**src/hdl/status_bank_pkg.sv**
```systemverilog
// constants and types of the port power status register bank
package status_bank_pkg;
   // ==========================================
   // register offsets
   localparam logic [7:0] OFF_MISC = 8'h0f;
   localparam logic [7:0] OFF_FAULT = 8'h10;
   localparam logic [7:0] OFF_EVENT = 8'h11;
   localparam logic [7:0] OFF_PROF_PRI = 8'h12;
   localparam logic [7:0] OFF_PROF_LEG = 8'h13;
   localparam logic [7:0] OFF_LINES = 8'h14;
   // ==========================================
   // reset values
   localparam logic [7:0] RST_FAULT = 8'h20;
   localparam logic [7:0] RST_EVENT = 8'h00;
   localparam logic [7:0] RST_PROF = 8'h00;
   localparam logic [7:0] RST_RDATA = 8'h00;
   // ==========================================
   // fault register fields
   localparam int B_ERR = 7;
   localparam int B_RESET_IND = 5;
   localparam logic [7:0] FAULT_COND_MASK = 8'h5f;
   localparam logic [7:0] FAULT_OTHER_MASK = 8'h7f;
   // event register fields
   localparam int B_QUOTA = 7;
   localparam int B_CLAMP = 4;
   localparam int B_THROTTLE = 3;
   localparam int B_SMALL = 2;
   localparam int B_GONE = 1;
   localparam int B_NEW = 0;
   // ==========================================
   // synchronised input positions
   localparam int SYNC_W = 16;
   localparam int S_COND0 = 0;
   localparam int S_DRAW = 6;
   localparam int S_CLAMP = 7;
   localparam int S_THROTTLE = 8;
   localparam int S_SMALL = 9;
   localparam int S_ALERT_IN = 10;
   localparam int S_DET_IN = 11;
   localparam int S_PINS0 = 12;
   // ==========================================
   // power state codes
   localparam logic [1:0] CODE_SLEEP = 2'h0;
   localparam logic [1:0] CODE_DETECT = 2'h1;
   localparam logic [1:0] CODE_ACTIVE = 2'h2;
   localparam logic [1:0] CODE_ERROR = 2'h3;
   typedef enum logic [3:0] {
      ST_SLEEP = 4'h1,
      ST_DETECT = 4'h2,
      ST_ACTIVE = 4'h4,
      ST_ERROR = 4'h8
   } pstate_t;
endpackage

```
**src/hdl/sync_if.sv**
```systemverilog
// carrier for raw and synchronised outside levels
`timescale 1ns/1ns
interface sync_if #(parameter int W = 16);
   logic [W-1:0] raw;
   logic [W-1:0] sync;
   modport src (output raw, input sync);
   modport snk (input raw, output sync);
endinterface

```
**src/hdl/line_sync.sv**
```systemverilog
// two flip-flop synchroniser for outside levels
`timescale 1ns/1ns
module line_sync #(parameter int W = 16)
(
   input wire logic clk,
   input wire logic rst_n,
   sync_if.snk lines
);
   typedef struct packed {
      logic [W-1:0] stage1;
      logic [W-1:0] stage2;
   } sync_state_t;

   sync_state_t st_reg;
   sync_state_t st_next;

   always_comb
   begin
      st_next.stage1 = lines.raw;
      st_next.stage2 = st_reg.stage1;
   end

   always_ff @(posedge clk)
   begin
      if (!rst_n)
      begin
         st_reg <= '0;
      end
      else
      begin
         st_reg <= st_next;
      end
   end

   assign lines.sync = st_reg.stage2;
endmodule

```
**src/hdl/status_bank.sv**
```systemverilog
// status register bank of the port power controller
`timescale 1ns/1ns
// Operation
// - mirror bits show fault and presence lines low
// - draw flag follows current above charge threshold
// - emulation flag only while Active and emulating
// - handshake step field codes applied pair
// - entering Error with switch on sets the error flag
// - writing zero clears error, recheck, maybe Active
// - other fault bits set keep Error state
// - auto-recovery or switch off clears error flag
// - fault line independent of error flag
// - six latched fault flags
// - fault flags assert fault line, force Error
// - read clears gone fault; error clear clears all
// - reset flag at power up, clear read/toggle
// - quota flag, optional alert, three clears
// - clamp flag shows current over limit
// - throttle flag, read clear, alert if linked
// - small draw flag, read clear, alert if linked
// - removal sets gone flag, releases presence
// - attach sets new flag, asserts presence
// - profile bits clear on off/mode/removal
// - power state code, never Sleep on read
module status_bank
(
   input wire logic CLK,
   input wire logic RST_N,
   input wire logic RD_EN,
   input wire logic WR_EN,
   input wire logic [7:0] ADDR,
   input wire logic [7:0] WDATA,
   output logic [7:0] RDATA,
   input wire logic [5:0] FAULT_COND,
   input wire logic DRAW_ABOVE,
   input wire logic CLAMP_COND,
   input wire logic THROTTLE_COND,
   input wire logic SMALL_COND,
   input wire logic [3:0] PIN_LEVELS,
   input wire logic ALERT_IN,
   output logic ALERT_OUT,
   output logic ALERT_OE,
   input wire logic DET_IN,
   output logic DET_OUT,
   output logic DET_OE,
   input wire logic SWITCH_ENABLE,
   input wire logic AUTO_RECOVERY,
   input wire logic ALERT_LINK,
   input wire logic QUOTA_MET,
   input wire logic QUOTA_ACTION_SELECT,
   input wire logic QUOTA_RESTART,
   input wire logic QUOTA_ENABLE,
   input wire logic ATTACH_EVT,
   input wire logic REMOVAL_EVT,
   input wire logic SLEEP_REQ,
   input wire logic EMU_APPLYING,
   input wire logic [1:0] HANDSHAKE_STEP,
   input wire logic [3:0] APPLIED_PROFILE_CODE,
   input wire logic NEW_MODE,
   input wire logic [4:0] PROF_PRI_SET,
   input wire logic NO_HANDSHAKE,
   input wire logic VS_LOW,
   input wire logic [6:0] PROF_LEG_SET,
   output logic [1:0] POWER_STATE_CODE
);
   typedef struct packed {
      status_bank_pkg::pstate_t pstate;
      logic [7:0] fault;
      logic [7:0] events;
      logic [3:0] prof_pri;
      logic [6:0] prof_leg;
      logic [7:0] rdata;
      logic alert_oe;
      logic det_oe;
      logic sw_en_d;
      logic [1:0] code;
   } bank_state_t;

   bank_state_t st_reg;
   bank_state_t st_next;
   logic [status_bank_pkg::SYNC_W-1:0] synced;
   logic [5:0] cond;
   logic any_cond;
   logic rd_fault;
   logic rd_event;
   logic err_wr_clear;
   logic err_clear;
   logic prof_clear;
   logic [1:0] state_code;
   logic [7:0] mux;

   // ==========================================
   // outside level synchronisers
   sync_if #(.W(status_bank_pkg::SYNC_W)) lines ();

   assign lines.raw = {PIN_LEVELS, DET_IN, ALERT_IN, SMALL_COND, THROTTLE_COND,
                       CLAMP_COND, DRAW_ABOVE, FAULT_COND};
   assign synced = lines.sync;

   line_sync #(.W(status_bank_pkg::SYNC_W)) u_sync
   (
      .clk(CLK),
      .rst_n(RST_N),
      .lines(lines)
   );

   // ==========================================
   // decodes
   always_comb
   begin
      cond = synced[status_bank_pkg::S_COND0 +: 6];
      any_cond = |cond;
      rd_fault = RD_EN && (ADDR == status_bank_pkg::OFF_FAULT);
      rd_event = RD_EN && (ADDR == status_bank_pkg::OFF_EVENT);
      err_wr_clear = WR_EN && (ADDR == status_bank_pkg::OFF_FAULT) &&
                     !WDATA[status_bank_pkg::B_ERR];
      prof_clear = !SWITCH_ENABLE || NEW_MODE || REMOVAL_EVT;
      case (st_reg.pstate)
         status_bank_pkg::ST_SLEEP: state_code = status_bank_pkg::CODE_SLEEP;
         status_bank_pkg::ST_DETECT: state_code = status_bank_pkg::CODE_DETECT;
         status_bank_pkg::ST_ACTIVE: state_code = status_bank_pkg::CODE_ACTIVE;
         status_bank_pkg::ST_ERROR: state_code = status_bank_pkg::CODE_ERROR;
         default: state_code = status_bank_pkg::CODE_DETECT;
      endcase
   end

   // ==========================================
   // read data selection
   always_comb
   begin
      case (ADDR)
         status_bank_pkg::OFF_MISC:
         begin
            mux = 8'h00;
            mux[5] = !synced[status_bank_pkg::S_ALERT_IN];
            mux[4] = !synced[status_bank_pkg::S_DET_IN];
            mux[3] = synced[status_bank_pkg::S_DRAW];
            if (EMU_APPLYING && (st_reg.pstate == status_bank_pkg::ST_ACTIVE))
            begin
               mux[2] = 1'b1;
               mux[1:0] = HANDSHAKE_STEP;
            end
         end
         status_bank_pkg::OFF_FAULT: mux = st_reg.fault;
         status_bank_pkg::OFF_EVENT: mux = st_reg.events;
         status_bank_pkg::OFF_PROF_PRI:
            mux = {NO_HANDSHAKE, 2'h0, VS_LOW, st_reg.prof_pri};
         status_bank_pkg::OFF_PROF_LEG: mux = {1'b0, st_reg.prof_leg};
         status_bank_pkg::OFF_LINES:
         begin
            mux = {1'b0, SWITCH_ENABLE, synced[status_bank_pkg::S_PINS0 +: 4], state_code};
            if (state_code == status_bank_pkg::CODE_SLEEP)
            begin
               mux[1:0] = status_bank_pkg::CODE_DETECT;
            end
         end
         default: mux = 8'h00;
      endcase
   end

   // ==========================================
   // next state
   always_comb
   begin
      st_next = st_reg;
      st_next.sw_en_d = SWITCH_ENABLE;
      if (RD_EN)
      begin
         st_next.rdata = mux;
      end

      // error flag clearing sources
      err_clear = st_reg.fault[status_bank_pkg::B_ERR] &&
                  (err_wr_clear || (AUTO_RECOVERY && !any_cond));
      if (!SWITCH_ENABLE)
      begin
         err_clear = st_reg.fault[status_bank_pkg::B_ERR];
      end

      // latched fault flags
      for (int i = 0; i < 5; i++)
      begin
         if ((rd_fault && !cond[i]) || err_clear)
         begin
            st_next.fault[i] = 1'b0;
         end
         if (cond[i])
         begin
            st_next.fault[i] = 1'b1;
         end
      end
      if ((rd_fault && !cond[5]) || err_clear)
      begin
         st_next.fault[6] = 1'b0;
      end
      if (cond[5])
      begin
         st_next.fault[6] = 1'b1;
      end
      if (rd_fault || (SWITCH_ENABLE != st_reg.sw_en_d))
      begin
         st_next.fault[status_bank_pkg::B_RESET_IND] = 1'b0;
      end
      if (err_clear)
      begin
         st_next.fault[status_bank_pkg::B_ERR] = 1'b0;
      end

      // power state
      case (st_reg.pstate)
         status_bank_pkg::ST_SLEEP:
         begin
            if (RD_EN || WR_EN || !SLEEP_REQ)
            begin
               st_next.pstate = status_bank_pkg::ST_DETECT;
            end
         end
         status_bank_pkg::ST_DETECT:
         begin
            if (SWITCH_ENABLE)
            begin
               st_next.pstate = status_bank_pkg::ST_ACTIVE;
            end
            else if (SLEEP_REQ && !RD_EN && !WR_EN)
            begin
               st_next.pstate = status_bank_pkg::ST_SLEEP;
            end
         end
         status_bank_pkg::ST_ACTIVE:
         begin
            if (!SWITCH_ENABLE)
            begin
               st_next.pstate = status_bank_pkg::ST_DETECT;
            end
         end
         status_bank_pkg::ST_ERROR:
         begin
            if (!st_next.fault[status_bank_pkg::B_ERR] &&
                !(|(st_next.fault & status_bank_pkg::FAULT_OTHER_MASK)))
            begin
               st_next.pstate = SWITCH_ENABLE ? status_bank_pkg::ST_ACTIVE :
                                status_bank_pkg::ST_DETECT;
            end
         end
         default: st_next.pstate = status_bank_pkg::ST_DETECT;
      endcase
      if (|(st_next.fault & status_bank_pkg::FAULT_COND_MASK))
      begin
         st_next.pstate = status_bank_pkg::ST_ERROR;
      end
      if ((st_next.pstate == status_bank_pkg::ST_ERROR) && SWITCH_ENABLE &&
          ((st_reg.pstate != status_bank_pkg::ST_ERROR) || any_cond))
      begin
         st_next.fault[status_bank_pkg::B_ERR] = 1'b1;
      end

      // event flags
      if (rd_event || QUOTA_RESTART || !QUOTA_ENABLE)
      begin
         st_next.events[status_bank_pkg::B_QUOTA] = 1'b0;
      end
      if (QUOTA_MET)
      begin
         st_next.events[status_bank_pkg::B_QUOTA] = 1'b1;
      end
      st_next.events[status_bank_pkg::B_CLAMP] = synced[status_bank_pkg::S_CLAMP];
      if (rd_event)
      begin
         st_next.events[3:0] = 4'h0;
      end
      if (synced[status_bank_pkg::S_THROTTLE])
      begin
         st_next.events[status_bank_pkg::B_THROTTLE] = 1'b1;
      end
      if (synced[status_bank_pkg::S_SMALL])
      begin
         st_next.events[status_bank_pkg::B_SMALL] = 1'b1;
      end
      if (REMOVAL_EVT)
      begin
         st_next.events[status_bank_pkg::B_GONE] = 1'b1;
         st_next.det_oe = 1'b0;
      end
      if (ATTACH_EVT)
      begin
         st_next.events[status_bank_pkg::B_NEW] = 1'b1;
         st_next.det_oe = 1'b1;
      end

      // profile acceptance indicators
      if (prof_clear)
      begin
         st_next.prof_pri = 4'h0;
         st_next.prof_leg = 7'h00;
      end
      st_next.prof_pri = st_next.prof_pri | PROF_PRI_SET[3:0];
      st_next.prof_leg = st_next.prof_leg | PROF_LEG_SET;

      // fault line, not tied to the error flag
      st_next.alert_oe = (|(st_next.fault & status_bank_pkg::FAULT_COND_MASK)) ||
         (st_next.events[status_bank_pkg::B_QUOTA] && QUOTA_ACTION_SELECT) ||
         (ALERT_LINK && (st_next.events[status_bank_pkg::B_THROTTLE] ||
                         st_next.events[status_bank_pkg::B_SMALL]));
      // registered power state code
      st_next.code = {st_next.pstate[3] | st_next.pstate[2],
                      st_next.pstate[3] | st_next.pstate[1]};
   end

   // ==========================================
   // state register
   always_ff @(posedge CLK)
   begin
      if (!RST_N)
      begin
         st_reg.pstate <= status_bank_pkg::ST_DETECT;
         st_reg.fault <= status_bank_pkg::RST_FAULT;
         st_reg.events <= status_bank_pkg::RST_EVENT;
         st_reg.prof_pri <= 4'h0;
         st_reg.prof_leg <= 7'h00;
         st_reg.rdata <= status_bank_pkg::RST_RDATA;
         st_reg.alert_oe <= 1'b0;
         st_reg.det_oe <= 1'b0;
         st_reg.sw_en_d <= SWITCH_ENABLE;
         st_reg.code <= status_bank_pkg::CODE_DETECT;
      end
      else
      begin
         st_reg <= st_next;
      end
   end

   assign RDATA = st_reg.rdata;
   assign ALERT_OUT = 1'b0;
   assign ALERT_OE = st_reg.alert_oe;
   assign DET_OUT = 1'b0;
   assign DET_OE = st_reg.det_oe;
   assign POWER_STATE_CODE = st_reg.code;
endmodule

```
**config.mk**
```make
export PLATFORM = sky130hd
export DESIGN_NAME = status_bank
export DESIGN_NICKNAME = d
export VERILOG_FILES = /design/src/hdl/status_bank_pkg.sv /design/src/hdl/sync_if.sv /design/src/hdl/line_sync.sv /design/src/hdl/status_bank.sv
export SDC_FILE = /design/constraint.sdc
export NUM_CORES = 1
export LEC_CHECK = 0
export ABC_AREA = 0
export BUFFER_PORTS_ARGS = -buffer_cell sky130_fd_sc_hd__buf_2
export CORE_MARGIN = 4
export CORE_UTILIZATION = 51
export DETAILED_ROUTE_END_ITERATION = 10
export GPL_ROUTABILITY_DRIVEN = 0
export PLACE_DENSITY = 0.78
export SYNTH_ARGS = -nofsm -noshare
export SYNTH_HDL_FRONTEND = slang
export SYNTH_SLANG_ARGS = --single-unit
```
**constraint.sdc**
```tcl
create_clock -name CLK -period 2.4 [get_ports CLK]
set_clock_uncertainty 0.1 [all_clocks]
set_input_delay 0.48 -clock CLK [delete_from_list [all_inputs] [get_ports CLK]]
set_output_delay 0.48 -clock CLK [all_outputs]
set_load 0.005 [all_outputs]
```
==> results.md <==
Power:
- The share of total power dissipated in the clock network is 0.397.
- The leakage power is 1.479 nW.
- The sequential share of power is 0.507.
- The worst ir drop on vdd is 445.4 uV.
- The internal cell power is 1.994 mW.
- Of the total power, the share spent switching nets is 0.2383.
- In this run the power density over the cells is 756.6 mW/mm2.
- The combinational power share is 0.096.
- The net switching power figure is 0.6238 mW.
- The design draws 2.617 mW.

Yosys:
- The count of unique library cells instantiated by Yosys is 54.
- The post-synthesis area per instance is 9.619 um2.
- Of the total synthesized cell area, the portion taken by full adders, half adders and majority gates is 0.
- The combined area of all synthesized cells is 0.002924 mm2.
- The fraction of the mapped netlist area in simple logic gates is 0.2482.
- Of all cell types, the one taking the most synthesized area is sky130_fd_sc_hd__dfxtp_1.
- Of the total synthesized cell area, the portion taken by XOR and XNOR cells is 0.005991.
- The top-area cell type share of the netlist area is 0.5066.
- The synthesized design contains 74 register bits.
- Counting every instance in the synthesized netlist gives 304.
- By area the synthesized netlist is led by sky130_fd_sc_hd__dfxtp_1 51%, sky130_fd_sc_hd__and2_1 7.7%, sky130_fd_sc_hd__a21oi_1 4.6%.
- The portion of netlist area occupied by mux cells is 0.02910.
- Of all flip-flops after synthesis, the portion carrying an async set or reset was 0.
- The most used flip-flop cell after synthesis is sky130_fd_sc_hd__dfxtp_1.
- After synthesis, the largest family of logic cells by area is simple AND/OR/NAND/NOR gates.
- The area fraction in compound gates after synthesis is 0.1476.
- The share of the Yosys chip area taken by registers is 0.5066.
- The number of flops mapped to enable cells by yosys is 0.
- Yosys printed 0 warnings.

Setup path:
- The worst setup path is of the reg2reg kind.
- The worst setup path is launched from a register.
- Data arrives at the worst endpoint at 2.09 ns.
- Along the worst path, the maximum fanout reaches 5.
- For the worst setup path, the data required time is 2.56 ns.
- The sort of element at the end of the critical path is a register.

Clock network:
- The maximum clock insertion buffer count is 2.
- The number of hold buffers added after CTS was 0.
- In this run, CTS created clock tree buffers numbering 9.
- The number of sinks driven by the clock tree is 74.
- The post-CTS setup-driven buffer insertion count is 0.
- Clock-pin slew was measured on the worst setup and hold paths at 0.08 ns.
- The clock tree from TritonCTS is built.
- The H-tree was split into 3 levels.
- CTS placed an instance of sky130_fd_sc_hd__clkbuf_8 at the clock tree root.
- After clock tree synthesis, the repair step resized 0 gates.
- The clock latency of the later-clocked register in the worst-skew pair is 0.34 ns.

STA:
- Setup repair after global routing left no endpoint under its margin.
- After routing, the total negative slack on setup checks comes to 0 ns.
- The max-slew headroom at the worst pin is 0.6054.
- At the pin with the least slew margin, the transition time is 0.5879 ns.
- The number of hold violations in the final report is 0.
- The total setup violations reported at the end of the flow is 0.
- The period utilization is 0.8051.
- The count of pins over their slew limit is 0.
- The routed design could run at a clock period as short as 1.932 ns.
- Derived from the worst setup path, the maximum achievable clock frequency is 517.5 MHz.

Final layout:
- From synthesis to final layout, the design area changed by 18.31%.
- The number of fillers in the final layout is 484.
- After routing the design area is 0.003460 mm2.
- In the layout the commonest cells are 74 x sky130_fd_sc_hd__dfxtp_1, 67 x sky130_fd_sc_hd__buf_2, 36 x sky130_fd_sc_hd__and2_1.
- The share of layout cells above drive strength 1 is 0.2846.
- The register with the most flip-flops in the layout has 30 of them.
- The number of antenna diodes in the final layout is 0.
- The number of nets at the end of the flow is 432.
- The library cell used most frequently in the layout, excluding fill and tap cells, is sky130_fd_sc_hd__dfxtp_1.

Place:
- Detailed placement finished with a half-perimeter wire length of 4697 um.
- The number of input and output port buffers inserted is 67.
- The area after detailed placement is 0.003242 mm2.

Run status:
- The run finished with clean final reports.

Drt:
- Summed over all layers, the routed wires come to 6226 um.
- The count of unresolved DRC violations after routing is 0.
- In this run the remaining antenna-violating nets after routing total 0.
- The number of iterations in the first detailed-routing pass is 5.
- The first routing iteration left 153 violations.
- The number of vias in the routed layout is 2300.
- Dividing the detail-routed wire length by the instance count gives 14.12 um.
- After detailed routing, the number of vias per cell comes to 5.215.

Die:
- The die is 83.72 um tall.
- The area of the core region is 0.005540 mm2.
- 82 I/O pins were placed.
- From left edge to right edge, the die measures 83.72 um.
- The cell row count is 27.
- The initial core utilization is 0.5278.
- The area of the die is 0.007009 mm2.

Job:
- The number of violations of the max-capacitance limit is 0.

Global routing:
- Entering global routing, the biggest net connects 29 pins.
- The wire length of the first global-routing pass is 10220 um.
- The total overflow reported by the global router is 0.
- In the global route stage, overall resource usage came out at 0.1835.
- The via count of the first global-routing pass is 2249.
- The initial antenna violation count was 0.

Hold path:
- The worst hold-check path type is in2reg.
[area by class of cell]
class	instances	area (um2)	area share
sequential	74	1481	0.4282
multi-input combinational	200	1267	0.3664
timing repair buffer	73	380.4	0.1099
clock buffer	9	123.9	0.03580
clock inverter	7	93.84	0.02712
tap	72	90.09	0.02604
inverter	6	22.52	0.006510
[critical path, stage by stage, from the launching register on]
cell and delay (ns):
sky130_fd_sc_hd__dfxtp_1 0.32, sky130_fd_sc_hd__nor4_2 0.53, sky130_fd_sc_hd__a41oi_2 0.26, sky130_fd_sc_hd__a31oi_4 0.32, sky130_fd_sc_hd__nand2_2 0.10, sky130_fd_sc_hd__nor4_2 0.23
[stage by stage]
| step | instances | utilization | setup slack (ns) | hold WS, ns |
|---|---|---|---|---|
| 2_1_floorplan | 305 | - | 0.4735 | 0.3119 |
| 3_3_place_gp | 425 | 0.5851 | 0.2352 | 0.3167 |
| 3_5_place_dp | 425 | 0.5851 | 0.1996 | 0.3169 |
| 4_1_cts | 441 | 0.6244 | 0.4546 | 0.2273 |
| 5_1_grt | 441 | 0.6244 | 0.3808 | 0.2251 |
| 6_report | 441 | 0.6244 | 0.4677 | 0.2394 |
[worst paths after layout]
kind | startpoint | cells past startpoint | end | slack [ns]
worst max register to register | u_sync.lines.sync[1]$_SDFF_PN0_ | 5 | st_reg[40]$_SDFF_PN0_ | 0.47
worst min-delay path | DRAW_ABOVE | 2 | u_sync.st_next[6]$_SDFF_PN0_ | 0.24
worst max-delay path | u_sync.lines.sync[1]$_SDFF_PN0_ | 5 | st_reg[40]$_SDFF_PN0_ | 0.47
worst min register to register | u_sync.st_next[3]$_SDFF_PN0_ | 1 | u_sync.lines.sync[3]$_SDFF_PN0_ | 0.33
[cells by family after synthesis]
kind of cell	Yosys count
xor+xnor	2
mux	6
compound gates	64
simple gates	126
buf+inv	31
other cells	1
flops	74
[layer usage]
layer,track usage,vias up,routed length [um]
met5,0,-,0
met4,0.1082,0,184
met3,0.04837,16,426
met2,0.2899,83,2881
met1,0.2237,1042,2733
li1,-,1159,-
[cells in the mapped netlist, types with 2 or more instances]
cell type / n
sky130_fd_sc_hd__mux4_2: 2
sky130_fd_sc_hd__o21a_1: 2
sky130_fd_sc_hd__buf_4: 12
sky130_fd_sc_hd__nor4b_1: 4
sky130_fd_sc_hd__o21ai_0: 12
sky130_fd_sc_hd__dfxtp_1: 74
sky130_fd_sc_hd__nand3_1: 5
sky130_fd_sc_hd__nor2_1: 31
sky130_fd_sc_hd__nor2b_1: 5
sky130_fd_sc_hd__mux2i_1: 4
sky130_fd_sc_hd__a21oi_1: 27
sky130_fd_sc_hd__clkbuf_1: 8
sky130_fd_sc_hd__buf_2: 2
sky130_fd_sc_hd__and2_1: 36
sky130_fd_sc_hd__inv_1: 5
sky130_fd_sc_hd__nor4_2: 2
sky130_fd_sc_hd__a222oi_1: 2
sky130_fd_sc_hd__nand2b_1: 4
sky130_fd_sc_hd__xor2_1: 2
sky130_fd_sc_hd__nor3_1: 3
sky130_fd_sc_hd__buf_6: 2
sky130_fd_sc_hd__nand2_1: 20
sky130_fd_sc_hd__nand4_1: 2
sky130_fd_sc_hd__a221oi_1: 4
sky130_fd_sc_hd__a31oi_1: 5
[power by group through the flow]
stage | registers (mW) | clock network, mW | logic, mW
floorplan | 1.34 | 0 | 0.169
global placement | 1.35 | 0 | 0.244
detailed placement | 1.36 | 0 | 0.250
CTS | 1.33 | 1.06 | 0.252
global route | 1.33 | 1.12 | 0.280
finish | 1.33 | 1.04 | 0.252
No activity file was read; power rests on OpenSTA's default activity.
